**config.mk**
```make
export PLATFORM = sky130hd
export DESIGN_NAME = tcc_dev_flat
export DESIGN_NICKNAME = d
export VERILOG_FILES = /design/src/hw/tcc_pkg.sv /design/src/hw/tcc_bus_if.sv /design/src/hw/tcc_dev.sv /design/src/flat_wrapper.sv
export SDC_FILE = /design/constraint.sdc
export NUM_CORES = 1
export LEC_CHECK = 0
export BUFFER_PORTS_ARGS = -buffer_cell sky130_fd_sc_hd__clkbuf_2
export CAP_MARGIN = 20
export CORE_MARGIN = 4
export CORE_UTILIZATION = 38
export CTS_CLUSTER_DIAMETER = 120
export DETAILED_ROUTE_END_ITERATION = 10
export PLACE_DENSITY = 0.52
export SLEW_MARGIN = 20
export SYNTH_ARGS = -nofsm -noshare
export SYNTH_HDL_FRONTEND = slang
export SYNTH_SLANG_ARGS = --single-unit
export TNS_END_PERCENT = 30
```
**constraint.sdc**
```tcl
create_clock -name clk_sys -period 3.7 [get_ports clk_sys]
set_clock_uncertainty 0.2 [all_clocks]
set_input_delay 0.37 -clock clk_sys [delete_from_list [all_inputs] [get_ports clk_sys]]
set_output_delay 0.37 -clock clk_sys [all_outputs]
set_load 0.1 [all_outputs]
```
**src/hw/tcc_pkg.sv**
```systemverilog
// tcc_pkg: constants shared by the timer compare/capture device end and its cpu-side end.
// assumes both ends run on one clock, clk_sys at 100 MHz.
package tcc_pkg;
  // ==========================================================
  // widths
  localparam int ADDR_W = 4;
  localparam int DATA_W = 8;
  localparam int CNT_W  = 16;
  localparam int NCH    = 2;
  localparam int NFLG   = 3;
  // ==========================================================
  // device byte map on the 8-bit bus
  localparam logic [3:0] A_CNT_L  = 4'h0;
  localparam logic [3:0] A_CNT_H  = 4'h1;
  localparam logic [3:0] A_CMPA_L = 4'h2;
  localparam logic [3:0] A_CMPA_H = 4'h3;
  localparam logic [3:0] A_CMPB_L = 4'h4;
  localparam logic [3:0] A_CMPB_H = 4'h5;
  localparam logic [3:0] A_CAP_L  = 4'h6;
  localparam logic [3:0] A_CAP_H  = 4'h7;
  localparam logic [3:0] A_ACT    = 4'h8;  // [1:0] channel a, [3:2] channel b
  localparam logic [3:0] A_MODE   = 4'h9;  // [3:0] waveform mode
  localparam logic [3:0] A_FORCE  = 4'hA;  // [1:0] force strobes, write only
  localparam logic [3:0] A_FLAGS  = 4'hB;  // [0] cmp a, [1] cmp b, [2] capture
  localparam logic [3:0] A_IEN    = 4'hC;
  localparam logic [3:0] A_PORT   = 4'hD;  // [1:0] port value, [3:2] direction
  localparam int FLG_CAP = 2;
  // ==========================================================
  // waveform modes and output actions
  localparam logic [3:0] WGM_NORMAL = 4'h0;
  localparam logic [3:0] WGM_CTC_A  = 4'h4;
  localparam logic [3:0] WGM_FP8    = 4'h5;
  localparam logic [3:0] WGM_FP9    = 4'h6;
  localparam logic [3:0] WGM_FP10   = 4'h7;
  localparam logic [3:0] WGM_CTC_C  = 4'hC;
  localparam logic [3:0] WGM_RSVD   = 4'hD;
  localparam logic [3:0] WGM_FP_C   = 4'hE;
  localparam logic [3:0] WGM_FP_A   = 4'hF;
  localparam logic [1:0] ACT_NONE   = 2'h0;
  localparam logic [1:0] ACT_TOGGLE = 2'h1;
  localparam logic [1:0] ACT_CLEAR  = 2'h2;
  localparam logic [1:0] ACT_SET    = 2'h3;
  localparam logic [15:0] TOP_MAX   = 16'hFFFF;
  localparam logic [15:0] TOP_8     = 16'h00FF;
  localparam logic [15:0] TOP_9     = 16'h01FF;
  localparam logic [15:0] TOP_10    = 16'h03FF;
  localparam logic [15:0] RST_W16   = 16'h0000;
  localparam logic [7:0]  RST_B     = 8'h00;
  // ==========================================================
  // cpu-side register map over axi4-lite
  localparam logic [3:0] H_CMD  = 4'h0;  // [7:0] data, [11:8] addr, [12] write, [13] read
  localparam logic [3:0] H_STAT = 4'h4;  // [7:0] read data, [8] busy, [11:9] irq lines
  localparam logic [3:0] H_ACK  = 4'h8;  // [2:0] interrupt acknowledge strobes
  localparam logic [1:0] RESP_OK  = 2'h0;
  localparam logic [1:0] RESP_ERR = 2'h2;
  localparam int CMD_WR = 12;
  localparam int CMD_RD = 13;
endpackage : tcc_pkg

```
**src/hw/tcc_bus_if.sv**
```systemverilog
// tcc_bus_if: 8-bit cpu bus between the timer device end and the cpu end.
// assumes both ends share clk_sys; strobes are one-cycle pulses.
`timescale 1ns/1ps
interface tcc_bus_if;
  logic [3:0] addr;
  logic       wr_en;
  logic       rd_en;
  logic [7:0] wdata;
  logic [7:0] rdata;
  logic [2:0] irq_req;
  logic [2:0] irq_ack;
  modport dev (input addr, input wr_en, input rd_en, input wdata, input irq_ack,
               output rdata, output irq_req);
  modport cpu (output addr, output wr_en, output rd_en, output wdata, output irq_ack,
               input rdata, input irq_req);
endinterface : tcc_bus_if

```
**src/hw/tcc_dev.sv**
```systemverilog
// tcc_dev: 16-bit timer compare channels a/b, output state logic and capture register.
// assumes timer_tick is a one-cycle prescaled timer clock enable on clk_sys.
// Function
// - new capture overwrites unread captured value
// - software clears capture flag after edge change
// - compare full counter with each compare value
// - compare flag sets at next timer tick
// - enabled flag requests interrupt, cleared on service
// - writing one clears flag, zero keeps
// - channel a can set counter top
// - double buffering only in pwm modes
// - buffer moves to compare only at top
// - cpu reaches buffer or compare, cpu-only changes
// - compare reads bypass the holding register
// - software writes high byte before low
// - low write copies holding byte same cycle
// - force strobe acts like match in non-pwm modes, no flag
// - counter write blocks match next tick
// - never write counter equal variable top
// - never write bottom while counting down
// - output state survives mode changes
// - action select unbuffered, next match uses it
// - reset clears output state
// - active action overrides port, direction still rules
// - action zero leaves output state unchanged
// - toggle action toggles on each match in non-pwm modes; pwm modes keep output state
//
// Design decisions made here: the AXI4-Lite register port and the register offsets.
`timescale 1ns/1ps
module tcc_dev (
  // clock and reset
  input  wire logic       clk_sys,
  input  wire logic       reset_n,
  input  wire logic       clk_en,
  // cpu bus
  tcc_bus_if.dev          bus,
  // timer side
  input  wire logic       timer_tick,
  input  wire logic       capture_pin,
  // compare pins
  output logic [1:0]      pin_out,
  output logic [1:0]      pin_oe
);
  // ==========================================================
  // state
  logic [15:0] cnt_q, cap_q;
  logic [15:0] cmp_q  [2];
  logic [15:0] cbuf_q [2];
  logic [3:0]  mode_q, act_q, port_q;
  logic [2:0]  flg_q, ien_q, irq_q;
  logic [1:0]  mt_q, oc_q, pin_out_q, pin_oe_q;
  logic        blk_q;
  logic        cp_s1_q, cp_s2_q, cp_s3_q;
  logic [7:0]  temp_q, rdata_q;

  // ==========================================================
  // decode
  wire       tick     = timer_tick;
  wire       wr       = bus.wr_en;
  wire       rd       = bus.rd_en;
  wire [7:0] wd       = bus.wdata;
  wire       wr_cnt_l = wr && bus.addr == tcc_pkg::A_CNT_L;
  wire       wr_cap_l = wr && bus.addr == tcc_pkg::A_CAP_L;
  wire       wr_hi    = wr && (bus.addr == tcc_pkg::A_CNT_H || bus.addr == tcc_pkg::A_CMPA_H ||
                               bus.addr == tcc_pkg::A_CMPB_H || bus.addr == tcc_pkg::A_CAP_H);
  wire       rd_cnt_l = rd && bus.addr == tcc_pkg::A_CNT_L;
  wire       rd_cap_l = rd && bus.addr == tcc_pkg::A_CAP_L;
  wire       wr_flg   = wr && bus.addr == tcc_pkg::A_FLAGS;
  wire       wr_force = wr && bus.addr == tcc_pkg::A_FORCE;
  wire [1:0] wr_cmp_l = {wr && bus.addr == tcc_pkg::A_CMPB_L, wr && bus.addr == tcc_pkg::A_CMPA_L};
  wire [15:0] wr_word = {temp_q, wd};

  // non-pwm: normal, both ctc modes and the reserved code; the other twelve are pwm
  wire is_pwm = !(mode_q == tcc_pkg::WGM_NORMAL || mode_q == tcc_pkg::WGM_CTC_A ||
                  mode_q == tcc_pkg::WGM_CTC_C || mode_q == tcc_pkg::WGM_RSVD);
  wire var_top = mode_q == tcc_pkg::WGM_CTC_A || mode_q == tcc_pkg::WGM_FP_A ||
                 mode_q == tcc_pkg::WGM_CTC_C || mode_q == tcc_pkg::WGM_FP_C;
  wire cap_wr_ok = mode_q == tcc_pkg::WGM_CTC_C || mode_q == tcc_pkg::WGM_FP_C;

  // channel a or the capture register may define top
  wire [15:0] top_val =
      (mode_q == tcc_pkg::WGM_CTC_A || mode_q == tcc_pkg::WGM_FP_A) ? cmp_q[0] :
      cap_wr_ok                     ? cap_q :
      (mode_q == tcc_pkg::WGM_FP8)  ? tcc_pkg::TOP_8 :
      (mode_q == tcc_pkg::WGM_FP9)  ? tcc_pkg::TOP_9 :
      (mode_q == tcc_pkg::WGM_FP10) ? tcc_pkg::TOP_10 : tcc_pkg::TOP_MAX;
  wire at_top = cnt_q == top_val;
  // a blocked top in a variable-top mode lets the counter run on to the maximum
  wire wrap   = at_top && !(blk_q && var_top);

  wire cap_edge = cp_s2_q && !cp_s3_q;
  wire [2:0] flg_set = {cap_edge, tick ? mt_q : 2'b00};
  wire [2:0] flg_clr = (wr_flg ? wd[2:0] : 3'b000) | bus.irq_ack;

  wire [7:0] rd_val =
      (bus.addr == tcc_pkg::A_CNT_L)  ? cnt_q[7:0] :
      (bus.addr == tcc_pkg::A_CNT_H)  ? temp_q[7:0] :
      (bus.addr == tcc_pkg::A_CMPA_L) ? (is_pwm ? cbuf_q[0][7:0]  : cmp_q[0][7:0]) :
      (bus.addr == tcc_pkg::A_CMPA_H) ? (is_pwm ? cbuf_q[0][15:8] : cmp_q[0][15:8]) :
      (bus.addr == tcc_pkg::A_CMPB_L) ? (is_pwm ? cbuf_q[1][7:0]  : cmp_q[1][7:0]) :
      (bus.addr == tcc_pkg::A_CMPB_H) ? (is_pwm ? cbuf_q[1][15:8] : cmp_q[1][15:8]) :
      (bus.addr == tcc_pkg::A_CAP_L)  ? cap_q[7:0] :
      (bus.addr == tcc_pkg::A_CAP_H)  ? temp_q[7:0] :
      (bus.addr == tcc_pkg::A_ACT)    ? {4'h0, act_q} :
      (bus.addr == tcc_pkg::A_MODE)   ? {4'h0, mode_q} :
      (bus.addr == tcc_pkg::A_FLAGS)  ? {5'h00, flg_q} :
      (bus.addr == tcc_pkg::A_IEN)    ? {5'h00, ien_q} :
      (bus.addr == tcc_pkg::A_PORT)   ? {4'h0, port_q} : tcc_pkg::RST_B;

  // ==========================================================
  // counter, holding byte, capture
  always_ff @(posedge clk_sys) begin
    if (!reset_n) begin
      cnt_q <= tcc_pkg::RST_W16;
      blk_q <= 1'b0;
    end else if (clk_en) begin
      if (wr_cnt_l) begin
        cnt_q <= wr_word;  // cpu write wins over counting
        blk_q <= 1'b1;
      end else if (tick) begin
        cnt_q <= wrap ? tcc_pkg::RST_W16 : 16'(cnt_q + 16'h0001);
        blk_q <= 1'b0;
      end
    end
  end

  always_ff @(posedge clk_sys) begin
    if (!reset_n) begin
      temp_q <= tcc_pkg::RST_B;
    end else if (clk_en) begin
      if (wr_hi)
        temp_q <= wd;
      else if (rd_cnt_l)
        temp_q <= cnt_q[15:8];
      else if (rd_cap_l)
        temp_q <= cap_q[15:8];
    end
  end

  // capture pin is asynchronous: two flops before the edge detector
  always_ff @(posedge clk_sys) begin
    if (!reset_n) begin
      cp_s1_q <= 1'b0;
      cp_s2_q <= 1'b0;
      cp_s3_q <= 1'b0;
      cap_q   <= tcc_pkg::RST_W16;
    end else if (clk_en) begin
      cp_s1_q <= capture_pin;
      cp_s2_q <= cp_s1_q;
      cp_s3_q <= cp_s2_q;
      if (cap_edge)
        cap_q <= cnt_q;  // unread value simply lost
      else if (wr_cap_l && cap_wr_ok)
        cap_q <= wr_word;
    end
  end

  // ==========================================================
  // control, flags, bus answer and pins
  always_ff @(posedge clk_sys) begin
    if (!reset_n) begin
      mode_q    <= 4'h0;
      act_q     <= 4'h0;
      port_q    <= 4'h0;
      ien_q     <= 3'h0;
      flg_q     <= 3'h0;
      irq_q     <= 3'h0;
      rdata_q   <= tcc_pkg::RST_B;
      pin_out_q <= 2'h0;
      pin_oe_q  <= 2'h0;
    end else if (clk_en) begin
      if (wr && bus.addr == tcc_pkg::A_MODE) mode_q <= wd[3:0];
      if (wr && bus.addr == tcc_pkg::A_ACT)  act_q  <= wd[3:0];  // no shadow copy
      if (wr && bus.addr == tcc_pkg::A_PORT) port_q <= wd[3:0];
      if (wr && bus.addr == tcc_pkg::A_IEN)  ien_q  <= wd[2:0];
      // a set in the clearing cycle wins
      flg_q     <= flg_set | (flg_q & ~flg_clr);
      irq_q     <= flg_q & ien_q;
      if (rd) rdata_q <= rd_val;
      pin_oe_q  <= port_q[3:2];
      pin_out_q <= {act_q[3:2] != tcc_pkg::ACT_NONE ? oc_q[1] : port_q[1],
                    act_q[1:0] != tcc_pkg::ACT_NONE ? oc_q[0] : port_q[0]};
    end
  end

  // ==========================================================
  // per-channel compare, buffer and output state
  for (genvar i = 0; i < tcc_pkg::NCH; i++) begin : g_ch
    wire [1:0] act   = act_q[2*i +: 2];
    wire       eq    = cnt_q == cmp_q[i];
    wire       hit   = tick && mt_q[i];
    wire       force_hit = wr_force && wd[i] && !is_pwm;
    // non-pwm actions on a match or force; fast-pwm sets/clears on match and top
    wire       oc_np = (act == tcc_pkg::ACT_TOGGLE) ? !oc_q[i] :
                       (act == tcc_pkg::ACT_CLEAR)  ? 1'b0 :
                       (act == tcc_pkg::ACT_SET)    ? 1'b1 : oc_q[i];
    wire       pw_top = tick && wrap;
    wire       oc_pw = (act == tcc_pkg::ACT_CLEAR) ? (hit ? 1'b1 : 1'b0) :
                       (act == tcc_pkg::ACT_SET)   ? (hit ? 1'b0 : 1'b1) : oc_q[i];

    always_ff @(posedge clk_sys) begin
      if (!reset_n) begin
        mt_q[i]   <= 1'b0;
        oc_q[i]   <= 1'b0;
        cmp_q[i]  <= tcc_pkg::RST_W16;
        cbuf_q[i] <= tcc_pkg::RST_W16;
      end else if (clk_en) begin
        if (tick) mt_q[i] <= eq && !blk_q;
        // mode changes never touch oc_q by themselves
        if (!is_pwm && (hit || force_hit))
          oc_q[i] <= oc_np;
        else if (is_pwm && (hit || pw_top))
          oc_q[i] <= oc_pw;
        if (wr_cmp_l[i]) begin
          cbuf_q[i] <= wr_word;
          if (!is_pwm) cmp_q[i] <= wr_word;
        end else if (is_pwm && pw_top) begin
          cmp_q[i] <= cbuf_q[i];  // only at top, so no odd pulse
        end
      end
    end
  end

  assign bus.rdata   = rdata_q;
  assign bus.irq_req = irq_q;
  assign pin_out     = pin_out_q;
  assign pin_oe      = pin_oe_q;
endmodule : tcc_dev

```
**src/flat_wrapper.sv**
```systemverilog
// flat-port wrapper written by rule: the top's interface ports become plain ports
module tcc_dev_flat 
  (clk_sys, reset_n, clk_en, timer_tick, capture_pin, pin_out, pin_oe, bus_addr, bus_wr_en, bus_rd_en, bus_wdata, bus_irq_ack, bus_rdata, bus_irq_req);
  tcc_bus_if bus_i ();
  input  wire logic clk_sys;
  input  wire logic reset_n;
  input  wire logic clk_en;
  input  wire logic timer_tick;
  input  wire logic capture_pin;
  output logic [1:0] pin_out;
  output logic [1:0] pin_oe;
  input wire logic [$bits(bus_i.addr)-1:0] bus_addr;
  input wire logic [$bits(bus_i.wr_en)-1:0] bus_wr_en;
  input wire logic [$bits(bus_i.rd_en)-1:0] bus_rd_en;
  input wire logic [$bits(bus_i.wdata)-1:0] bus_wdata;
  input wire logic [$bits(bus_i.irq_ack)-1:0] bus_irq_ack;
  output wire logic [$bits(bus_i.rdata)-1:0] bus_rdata;
  output wire logic [$bits(bus_i.irq_req)-1:0] bus_irq_req;
  assign bus_i.addr = bus_addr;
  assign bus_i.wr_en = bus_wr_en;
  assign bus_i.rd_en = bus_rd_en;
  assign bus_i.wdata = bus_wdata;
  assign bus_i.irq_ack = bus_irq_ack;
  assign bus_rdata = bus_i.rdata;
  assign bus_irq_req = bus_i.irq_req;
  tcc_dev u_core (.clk_sys(clk_sys), .reset_n(reset_n), .clk_en(clk_en), .bus(bus_i), .timer_tick(timer_tick), .capture_pin(capture_pin), .pin_out(pin_out), .pin_oe(pin_oe));
endmodule
```
==> results by group, run 1 <==
Die
  • Core outline area: 22850 sq um
  • Standard-cell row count: 55
  • Initial core utilization: 0.3887
  • Horiz. Die Dim: 160.9 um
  • Vertical die dimension: 160.9 um
  • Total I/O pin count: 37
  • Area of the die: 25880 sq um

Timing
  • Highest achievable clock rate: approximately 0.3 GHz
  • Number of hold violations in the final report: 0
  • Slew @ Worst Pin: 1051 ps
  • Total count of max-transition violations in the final report: 0
  • Fin worst setup slack: 373.5 ps
  • Final period demand of the worst path: 3327 ps
  • Final setup violation count: 0
  • Final period utilization: 0.8991
  • RSZ-0062 raised after global routing: no
  • Slew margin rel.: 0.2943

Yosys
  • Synth top area cells: sky130_fd_sc_hd__edfxtp_1 22%, sky130_fd_sc_hd__dfxtp_1 18%, sky130_fd_sc_hd__mux2i_1 5.3%, sky130_fd_sc_hd__nor2_1 4.4%, sky130_fd_sc_hd__nand2_1 3.5%
  • Cell Area, Synth: 8880 sq um
  • Most frequently used flop master after synthesis: sky130_fd_sc_hd__dfxtp_1
  • Gate count after technology mapping: between 1000 and 1500
  • Count of flip-flops with a built-in enable after synthesis: 64
  • Average instance area after synthesis: 8.714 sq um
  • Async set or reset register ratio after synthesis: 0
  • Proportion of netlist area held by the largest area contributor: 0.2164
  • Number of unique standard cell types used by synthesis: 70
  • Post-synth net total: 1042
  • Cell accounting for the most synthesized area: sky130_fd_sc_hd__edfxtp_1
  • Synth warnings: 0
  • Flops & latches, synth: roughly 150
  • Fraction of the yosys area taken by sequential cells: 0.3990

Worst setup path
  • List of cells traversed by the critical path: buf_4 -> nor4_1 -> or2_2 -> o32ai_1 -> a211oi_1 -> nor4_4 -> nand2_2 -> a222oi_1 -> nor2_1
  • Critical path data required time: approximately 3800 ps
  • Reg2reg start: u_core.mode_q[3]$_SDFFE_PN0P_
  • Critical Path Start Type: register
  • Element type at the critical path end: register
  • Library cell contributing the largest single delay on the critical path: sky130_fd_sc_hd__dfxtp_1
  • Critical path origin: u_core.mode_q[3]$_SDFFE_PN0P_
  • Maximum fanout along the worst path: 30
  • Largest stage delay on the critical path: 530 ps
  • Critical path start-end classification: reg -> reg
  • Arr. time, crit path: between 3000 and 4000 ps

Global routing
  • Overall Global Routing Usage: 0.2540
  • Largest net degree at the start of global routing: 41
  • Wire length of the first global-routing pass: roughly 50000 um
  • GRT Residual Overflow: 0
  • Number of global-route vias before repair: 7616
  • Antenna violations before repair: 1

Flow run
  • Maximum Capacitance Violations: 0

Cells and area
  • Number of antenna repair diodes: 0
  • Area grow syn2layout: 13.29%
  • Most common cell after layout, fill and taps aside: sky130_fd_sc_hd__nor2_1
  • Number of fillers in the final layout: ~2300
  • Commonest cells after routing, fill and taps aside: 104 x sky130_fd_sc_hd__nor2_1, 83 x sky130_fd_sc_hd__nand2_1, 81 x sky130_fd_sc_hd__dfxtp_1
  • Fraction of the core area covered by cells at the end of the flow: 0.4403
  • Nets: 1049
  • Share of final-layout standard cells stronger than drive strength 1: 0.1357

Clocking
  • Clock Path Buffers: 2
  • CTS buffer count: 17
  • Clock tree from TritonCTS: yes
  • Clock-pin slew reported for the worst setup and hold paths after clock tree synthesis: 70 ps
  • Clock Tree Root: sky130_fd_sc_hd__clkbuf_16
  • Max H-tree Level: 4
  • Number of clock sinks seen by CTS: 145
  • Clock insertion delay at the later pin of the skew report: 440 ps

Placement
  • HPWL after detailed placement: 22980 um
  • Port bufs: 36
  • Routability Congestion: 0.9433
  • Minimum setup slack after placement: 134.5 ps

Pwr
  • Power density normalized to cell area: 395.2 nW/um^2
  • Part of the total power dissipated in combinational logic: 0.105
  • Share of total power in the clock network: 0.448
  • IR Drop Worst-Case VDD: 0.2323 mV
  • Switching power: 1.176 mW
  • P_leak: 3.592 nW
  • Pint: 2.800 mW
  • Fraction of power spent switching nets: 0.2958
  • Portion of total power attributed to sequential cells: 0.446

Detailed routing
  • DRC violation count after routing: 0
  • Final WL: 33100 um
  • Post-route ant nets: 0
  • Number of vias after detailed routing: a little over 8000
  • Detail-routed via count per cell: slightly above 6
  • Number of violations reported at the end of detailed-routing iteration 0: 1017
  • Number of detailed-routing iterations run before antenna repair: 5
  • Average wire per cell in the routed design: ~24 um

Hold path
  • Min-Delay Path Class: in -> reg
  • Launch instance of the worst min-delay path: bus_irq_ack[0]

Run status
  • Outcome: finished, final reports clean
-- synth_stat cells (all sizes together) (33+ instances only) --
library cell  number
nor2             104
dfxtp             81
edfxtp            64
and2              34
o21ai             52
clkbuf            74
a22o              33
a21oi             58
mux2i             47
nand3             42
nand2             84
-- through the flow --
step	hold slack, ps	total power, mW	instance area, sq um	TNS [ps]	cells
4_1_cts	62.17	3.990	10020	0	1350
3_5_place_dp	255.9	2.219	9417	0	1317
5_1_grt	109.6	4.089	10060	0	1352
3_3_place_gp	243.7	2.219	9417	0	1317
2_1_floorplan	244.5	2.057	8880	-2383	1019
6_report	83.42	3.976	10060	0	1352
-- state kept, by name, indices dropped and copies added (netlist names) --
name,flops
u_core.mt_q,2
u_core.cnt_q,16
u_core.flg_q,3
u_core.cap_q,16
u_core.pin_out,2
u_core.oc_q,2
u_core.cmp_q,32
u_core.cp_s3_q,1
u_core.bus.irq_req,3
u_core.port_q,4
u_core.mode_q,4
u_core.act_q,4
u_core.bus.rdata,8
u_core.pin_oe,2
u_core.blk_q,1
u_core.cp_s1_q,1
u_core.cp_s2_q,1
u_core.ien_q,3
u_core.temp_q,8
u_core.cbuf_q,32
-- worst paths after layout --
kind	end	slack, ps	depth (start not counted)
max	u_core.cnt_q[4]$_SDFFE_PN0P_	370	9
min	u_core.flg_q[0]$_SDFFE_PN0P_	80	4
max reg2reg	u_core.cnt_q[4]$_SDFFE_PN0P_	370	9
min reg2reg	u_core.bus.irq_req[0]$_SDFFE_PN0P_	260	2
-- power by group through the flow --
stage	Combinational [mW]	Sequential, mW	Clock, mW
floorplan	0.232	1.82	0
global placement	0.411	1.81	0
detailed placement	0.412	1.81	0
CTS	0.413	1.77	1.80
global route	0.447	1.78	1.86
finish	0.419	1.78	1.78
-- per-layer routing --
| metal | vias up | wire length (um) | GRT usage |
|---|---|---|---|
| li1 | 3792 | - | - |
| met1 | 3962 | 15040 | 0.3706 |
| met2 | 375 | 14520 | 0.3764 |
| met3 | 52 | 2578 | 0.04953 |
| met4 | 0 | 959 | 0.08569 |
| met5 | - | 0 | 0 |
-- area by class of cell --
type	count	area (sq um)	area share
multi-input cells	759	4872	0.4843
inverters	17	63.81	0.006343
clock buffers	17	425.4	0.04229
repair buffers	86	595.6	0.05920
flip-flops and latches	145	3543	0.3522
clock inverters	15	167.7	0.01667
well taps	313	391.6	0.03893
-- timing repair --
item / in CTS / in global routing
resized for setup: 0 / 0
setup buffers: 0 / 2
endpoints found under the setup margin: 0 / 32
hold endpoints to repair: 1 / 0
hold buffers: 1 / 0
-- critical path, delay by kind of cell, from the launching register on --
family | cells | cell delay, ps
simple gates | 5 | 1290
buf+inv | 1 | 340
compound gates | 3 | 810
flops | 1 | 530
-- cell families after synthesis --
| family | share of synthesized area |
|---|---|
| AOI/OAI and AO/OA | 0.2097 |
| xor gates and xnor gates | 0.04241 |
| adders and majority gates | 0.001409 |
| buffers and inverters | 0.05368 |
| DFF | 0.3990 |
| muxes | 0.06312 |
| and+or+nand+nor | 0.2307 |
(Power assumes the default switching activity.)
==> run 2, diff against run 1 <==
--- a/config.mk
+++ b/config.mk
@@ -7,11 +7,10 @@
 export LEC_CHECK = 0
 export BUFFER_PORTS_ARGS = -buffer_cell sky130_fd_sc_hd__clkbuf_2
 export CAP_MARGIN = 20
-export CORE_MARGIN = 4
 export CORE_UTILIZATION = 38
 export CTS_CLUSTER_DIAMETER = 120
 export DETAILED_ROUTE_END_ITERATION = 10
-export PLACE_DENSITY = 0.52
+export PLACE_DENSITY = 0.51
 export SLEW_MARGIN = 20
 export SYNTH_ARGS = -nofsm -noshare
 export SYNTH_HDL_FRONTEND = slang
==> constraint.sdc (replaced) <==
create_clock -name clk_sys -period 3.19 [get_ports clk_sys]
set_clock_uncertainty 0.2 [all_clocks]
set_input_delay 0.319 -clock clk_sys [delete_from_list [all_inputs] [get_ports clk_sys]]
set_output_delay 0.319 -clock clk_sys [all_outputs]
set_load 0.1 [all_outputs]
==> run 2 against run 1 <==
Via count grew 2.6%. Combinational power grew 21%. Count of clock-buffer cells in the layout grew 1. Worst setup slack lost 210 ps. Sequential power grew 15%. Largest cell class unchanged. Highest routed layer unchanged. Largest power group unchanged. Worst hold slack lost 58 ps. Clock power grew 9.6%.
==> results by group, run 2 (same netlist as run 1, synthesis figures left out) <==
Run status
  • Outcome: finished, final reports clean

Clocking
  • Clock insertion delay at the later pin of the skew report: between 400 and 500 ps
  • Max H-tree Level: 4
  • Clock Tree Root: sky130_fd_sc_hd__clkbuf_16
  • CTS buffer count: 17
  • Clock-pin slew reported for the worst setup and hold paths after clock tree synthesis: around 70 ps
  • Clock tree from TritonCTS: yes
  • Number of clock sinks seen by CTS: roughly 150
  • Clock Path Buffers: 2

Placement
  • Port bufs: 36
  • Minimum setup slack after placement: -72.45 ps
  • Routability Congestion: around 0.95
  • Placed Cells: 1352
  • HPWL after detailed placement: 24070 um

Pwr
  • P_leak: 3.780 nW
  • Switching power: ~1.3 mW
  • IR Drop Worst-Case VDD: 0.2384 mV
  • Power, Total: 4.511 mW
  • Share of total power in the clock network: 0.432
  • Power density normalized to cell area: 437.4 nW/um^2
  • Part of the total power dissipated in combinational logic: 0.113
  • Pint: 3.176 mW
  • Fraction of power spent switching nets: 0.2958
  • Portion of total power attributed to sequential cells: 0.455

Detailed routing
  • Detail-routed via count per cell: 6.045
  • Average wire per cell in the routed design: about 24 um
  • Number of detailed-routing iterations run before antenna repair: 5
  • Number of violations reported at the end of detailed-routing iteration 0: 1005
  • DRC violation count after routing: 0
  • Post-route ant nets: 0
  • Number of vias after detailed routing: around 8400
  • Final WL: 33290 um

Cells and area
  • Most common cell after layout, fill and taps aside: sky130_fd_sc_hd__nor2_1
  • Number of fillers in the final layout: 2273
  • Leading registers by flop count: u_core.cbuf_q: 32 flops, u_core.cmp_q: 32 flops
  • Commonest cells after routing, fill and taps aside: 104 x sky130_fd_sc_hd__nor2_1, 83 x sky130_fd_sc_hd__nand2_1, 80 x sky130_fd_sc_hd__buf_4, 80 x sky130_fd_sc_hd__dfxtp_1, 64 x sky130_fd_sc_hd__edfxtp_1
  • Fraction of the core area covered by cells at the end of the flow: 0.4527
  • Area grow syn2layout: 16.13%
  • Nets: 1084
  • Area used by multi-input combinational logic: 4885 sq um
  • Share of final-layout standard cells stronger than drive strength 1: 0.1667
  • Non-filler cells in the finished layout: between 1000 and 1500
  • Total area of sequential cells: 3545 sq um

Worst setup path
  • Largest stage delay on the critical path: 590 ps
  • Critical path data required time: 3290 ps
  • Reg2reg start: u_core.mode_q[0]$_SDFFE_PN0P_
  • Arr. time, crit path: around 3100 ps
  • Maximum fanout along the worst path: 36
  • Library cell contributing the largest single delay on the critical path: sky130_fd_sc_hd__a2111oi_0
  • Worst path most repeated cell: sky130_fd_sc_hd__buf_4
  • R2r setup slk: 160 ps
  • Critical path origin: u_core.mode_q[0]$_SDFFE_PN0P_
  • List of cells traversed by the critical path: buf_4 -> or2_2 -> a21o_1 -> buf_12 -> nor2_1 -> a21oi_1 -> o21ai_0 -> o311a_1 -> a2111oi_0 -> buf_4 -> nor3_1
  • Element type at the critical path end: register
  • Critical Path Start Type: register
  • Critical path start-end classification: reg -> reg

Timing
  • Number of hold violations in the final report: 0
  • Final period utilization: 0.9494
  • RSZ-0062 raised after global routing: no
  • Slew margin rel.: 0.4788
  • Min Hold Slack: between 20 and 30 ps
  • Highest achievable clock rate: 0.3302 GHz
  • Final setup violation count: 0
  • Total count of max-transition violations in the final report: 0
  • Final period demand of the worst path: a little over 3000 ps
  • Fin worst setup slack: 161.4 ps
  • Slew @ Worst Pin: ~780 ps

Die
  • Total I/O pin count: 37
  • Core outline area: 22780 sq um
  • Initial core utilization: 0.3898
  • Standard-cell row count: 55
  • Horiz. Die Dim: 154.9 um
  • Vertical die dimension: ~150 um
  • Area of the die: between 20000 and 25000 sq um

Hold path
  • Min-Delay Path Class: in -> reg
  • Launch instance of the worst min-delay path: bus_irq_ack[1]

Global routing
  • Number of global-route vias before repair: 7855
  • Largest net degree at the start of global routing: 48
  • Overall Global Routing Usage: 0.2863
  • GRT Residual Overflow: 0
  • Wire length of the first global-routing pass: 50380 um
  • Antenna violations before repair: 0

Flow run
  • Maximum Capacitance Violations: 0
==> run 2: worst paths after layout <==
| kind | cells after the start | to |
|---|---|---|
| worst max-delay path | 11 | u_core.bus.rdata[4]$_SDFFE_PN0P_ |
| worst min-delay path | 4 | u_core.flg_q[1]$_SDFFE_PN0P_ |
| worst max register to register | 11 | u_core.bus.rdata[4]$_SDFFE_PN0P_ |
| worst min register to register | 2 | u_core.bus.irq_req[0]$_SDFFE_PN0P_ |
==> run 2: final cells by class <==
| type | count | share of cell area |
|---|---|---|
| tap | 313 | 0.03798 |
| sequential | 145 | 0.3437 |
| clock inverter | 14 | 0.01213 |
| inverter | 17 | 0.006188 |
| clock buffer | 18 | 0.04162 |
| multi-input combinational | 759 | 0.4737 |
| timing repair buffer | 121 | 0.08445 |
| antenna | 1 | 0.0002427 |
==> run 2: repair_timing <==
item / in CTS / in global routing
pin swaps: 2 / 3
gates resized for setup: 1 / 2
buffers inserted: 1 / 1
hold endpoints to repair: 1 / 0
setup endpoints to repair: 32 / 35
hold buffers: 1 / 0
==> run 2: layer usage <==
metal | vias to the layer above | part of all wire | global-route usage
met2 | 380 | 0.43 | 0.4247
met3 | 79 | 0.078 | 0.05348
met5 | - | 0 | 0
li1 | 3872 | - | -
met1 | 4060 | 0.46 | 0.4083
met4 | 0 | 0.032 | 0.1150
==> run 2: stage by stage <==
| step | cell area, sq um | TNS [ps] |
|---|---|---|
| 2_1_floorplan | 8887 | 0 |
| 3_3_place_gp | 9699 | -2323 |
| 3_5_place_dp | 9699 | -1405 |
| 4_1_cts | 10280 | 0 |
| 5_1_grt | 10310 | 0 |
| 6_report | 10310 | 0 |
==> run 2: power groups by stage <==
stage               sequential, mW  clock (mW)  combinational, mW
CTS                           2.05        1.97              0.502
finish                        2.05        1.95              0.508
global placement              2.09           0              0.499
global route                  2.06        2.06              0.542
detailed placement            2.09           0              0.499
floorplan                     2.12           0              0.270
==> run 2: worst max-delay path: cells and delay by family (launching register included) <==
family / cells / cell delay [ps]
AOI/OAI and AO/OA: 5 / 1190
DFF: 1 / 500
buffers and inverters: 3 / 720
and+or+nand+nor: 3 / 270
==> run 3, diff against run 2 <==
--- a/config.mk
+++ b/config.mk
@@ -11,6 +11,7 @@
 export CTS_CLUSTER_DIAMETER = 120
 export DETAILED_ROUTE_END_ITERATION = 10
 export PLACE_DENSITY = 0.51
+export RECOVER_POWER = 50
 export SLEW_MARGIN = 20
 export SYNTH_ARGS = -nofsm -noshare
 export SYNTH_HDL_FRONTEND = slang
==> run 3 against run 2 <==
The flow now finishes with violations (max-capacitance violations, max-slew violations). Die area is the same. Clock power is essentially flat. Sequential cell count is the same. Sequential power is essentially flat. Non-clock buffer count is the same. Via count shrank 0.29%. Largest cell class unchanged.
==> results by group, run 3 (same netlist as run 1, synthesis figures left out) <==
Global routing
  • Number of global-route vias before repair: about 7900
  • Overall Global Routing Usage: 0.2863
  • Antenna violations before repair: 0
  • Wire length of the first global-routing pass: a little over 50000 um
  • GRT Residual Overflow: 0
  • Largest net degree at the start of global routing: 48

Worst setup path
  • FF-to-FF path depth: 9
  • Largest stage delay on the critical path: between 600 and 700 ps
  • Crit-path leading delay family: compound AO/OA/AOI/OAI gates
  • Critical path start-end classification: reg -> reg
  • Worst r2r dst: u_core.bus.rdata[4]$_SDFFE_PN0P_
  • Maximum fanout along the worst path: 36
  • Critical Path Start Type: register
  • Element type at the critical path end: register
  • Reg2reg start: u_core.mode_q[0]$_SDFFE_PN0P_
  • Critical path data required time: 3290 ps
  • Worst path most repeated cell: sky130_fd_sc_hd__buf_4
  • Library cell contributing the largest single delay on the critical path: sky130_fd_sc_hd__a2111oi_0
  • Arr. time, crit path: 3120 ps
  • List of cells traversed by the critical path: buf_4 -> or2_2 -> a21o_1 -> buf_12 -> mux2i_1 -> o22ai_1 -> a2111oi_0 -> buf_4 -> nor3_1
  • Buffer and inverter count on the worst path: 3
  • CP Depth: 9
  • R2r setup slk: 160 ps

Hold path
  • End of the worst hold path: u_core.flg_q[1]$_SDFFE_PN0P_
  • Launch instance of the worst min-delay path: bus_irq_ack[1]
  • Min-Delay Path Class: in -> reg
  • Cell count of the worst hold path: 4

Timing
  • Highest achievable clock rate: 0.3306 GHz
  • Final period utilization: 0.9483
  • Number of hold violations in the final report: 0
  • RSZ-0062 raised after global routing: no
  • Setup TNS after final layout: 0 ps
  • Final period demand of the worst path: just over 3000 ps
  • Slew margin rel.: -0.01227
  • Final setup violation count: 0
  • Total count of max-transition violations in the final report: 22
  • Slew @ Worst Pin: about 1500 ps

Detailed routing
  • Final WL: 33330 um
  • Average wire per cell in the routed design: 24.03 um
  • DRC violation count after routing: 0
  • Number of violations reported at the end of detailed-routing iteration 0: 1017
  • Number of detailed-routing iterations run before antenna repair: 5
  • Number of vias after detailed routing: 8367
  • Detail-routed via count per cell: 6.032
  • Post-route ant nets: 0

Pwr
  • P_leak: 3.679 nW
  • Power density normalized to cell area: 439.2 nW/um^2
  • IR Drop Worst-Case VDD: 0.2393 mV

Cells and area
  • Area grow syn2layout: 15.47%
  • Nets: ~1100
  • Number of fillers in the final layout: 2284
  • Non-Filler Cell Area, Final: 10250 sq um
  • Leading registers by flop count: u_core.cbuf_q: 32 flops, u_core.cmp_q: 32 flops
  • Most common cell after layout, fill and taps aside: sky130_fd_sc_hd__nor2_1
  • Share of final-layout standard cells stronger than drive strength 1: 0.1406
  • Number of antenna repair diodes: 0
  • Fraction of the core area covered by cells at the end of the flow: 0.4502
  • Commonest cells after routing, fill and taps aside: 104 x sky130_fd_sc_hd__nor2_1, 83 x sky130_fd_sc_hd__nand2_1, 80 x sky130_fd_sc_hd__dfxtp_1

Die
  • Vertical die dimension: ~150 um
  • Total I/O pin count: 37
  • Initial core utilization: 0.3898
  • Core outline area: 22780 sq um
  • Horiz. Die Dim: 154.9 um
  • Standard-cell row count: 55
  • Area of the die: between 20000 and 25000 sq um

Clocking
  • Clock insertion delay at the later pin of the skew report: about 430 ps
  • Number of clock sinks seen by CTS: 145
  • Clock Tree Root: sky130_fd_sc_hd__clkbuf_16
  • Max H-tree Level: 4
  • Clock tree from TritonCTS: yes
  • Clock Path Buffers: 2
  • Clock-pin slew reported for the worst setup and hold paths after clock tree synthesis: 70 ps
  • CTS buffer count: 17

Flow run
  • Maximum Capacitance Violations: 1

Placement
  • Area post-placement: 9699 sq um
  • Routability Congestion: between 0.9 and 1
  • HPWL after detailed placement: 24070 um
  • Port bufs: 36

Run status
  • Outcome: finished, violations left
  • Failing checks: max-capacitance violations, max-slew violations
run 3: worst reg2reg max path, delay by kind of cell (launching register included):
family / cells / cell delay (ps)
AO/OA/AOI/OAI: 3 / 960
buffers and inverters: 3 / 710
flip-flops: 1 / 510
multiplexers: 1 / 320
AND/OR/NAND/NOR: 2 / 190
run 3: what timing repair did:
action	4_1_cts	5_1_grt
gates cloned	0	0
gates resized for setup	1	2
hold buffers	1	0
hold endpoints to repair	1	0
setup endpoints to repair	32	35
pin swaps	2	3
buffers inserted	1	1
run 3: worst max path at each step:
stage	start	to	slack (ps)
final	u_core.mode_q[0]$_SDFFE_PN0P_	u_core.bus.rdata[4]$_SDFFE_PN0P_	160
after global routing	u_core.mode_q[0]$_SDFFE_PN0P_	u_core.cmp_q[1][4]$_SDFFCE_PN0P_	8
after CTS	u_core.mode_q[0]$_SDFFE_PN0P_	u_core.cmp_q[0][13]$_DFFE_PP_	4
after detailed placement	u_core.mode_q[1]$_SDFFE_PN0P_	u_core.cmp_q[1][15]$_SDFFCE_PN0P_	-70
after global placement	u_core.mode_q[1]$_SDFFE_PN0P_	u_core.cmp_q[1][2]$_SDFFCE_PN0P_	-100
after floorplan	bus_addr[3]	u_core.cbuf_q[1][0]$_SDFFCE_PN0P_	30
run 3: stage by stage:
step / total power, mW / instances / setup WS, ps / hold slack, ps
finish: 4.504 / 1387 / 164.9 / 30.68
detailed placement: 2.592 / 1352 / -72.45 / 242.7
floorplan: 2.386 / 1019 / 26.76 / 244.5
CTS: 4.524 / 1386 / 3.883 / 17.19
global placement: 2.593 / 1352 / -101.2 / 241.1
global route: 4.652 / 1387 / 8.116 / 64.93
run 3: where the power goes:
part | total, mW | internal, mW | switching, mW
Sequential | 2.05 | 1.99 | 0.0608
Clock | 1.95 | 1.02 | 0.921
Combinational | 0.503 | 0.153 | 0.350
Total | 4.50 | 3.17 | 1.33
run 3: final cells by class:
cell class	instances	area, sq um	share of cell area
Clock buffer	18	429.2	0.04185
Clock inverter	14	125.1	0.01220
Inverter	17	63.81	0.006223
Multi-Input combinational cell	759	4885	0.4764
Sequential cell	145	3545	0.3457
Tap cell	313	391.6	0.03819
Timing Repair Buffer	121	814.5	0.07944
run 3: per-layer routing:
metal | vias up | part of all wire | global-route usage
met5 | - | 0 | 0
met4 | 0 | 0.032 | 0.1150
met3 | 74 | 0.077 | 0.05348
met2 | 370 | 0.43 | 0.4247
met1 | 4057 | 0.46 | 0.4083
li1 | 3866 | - | -
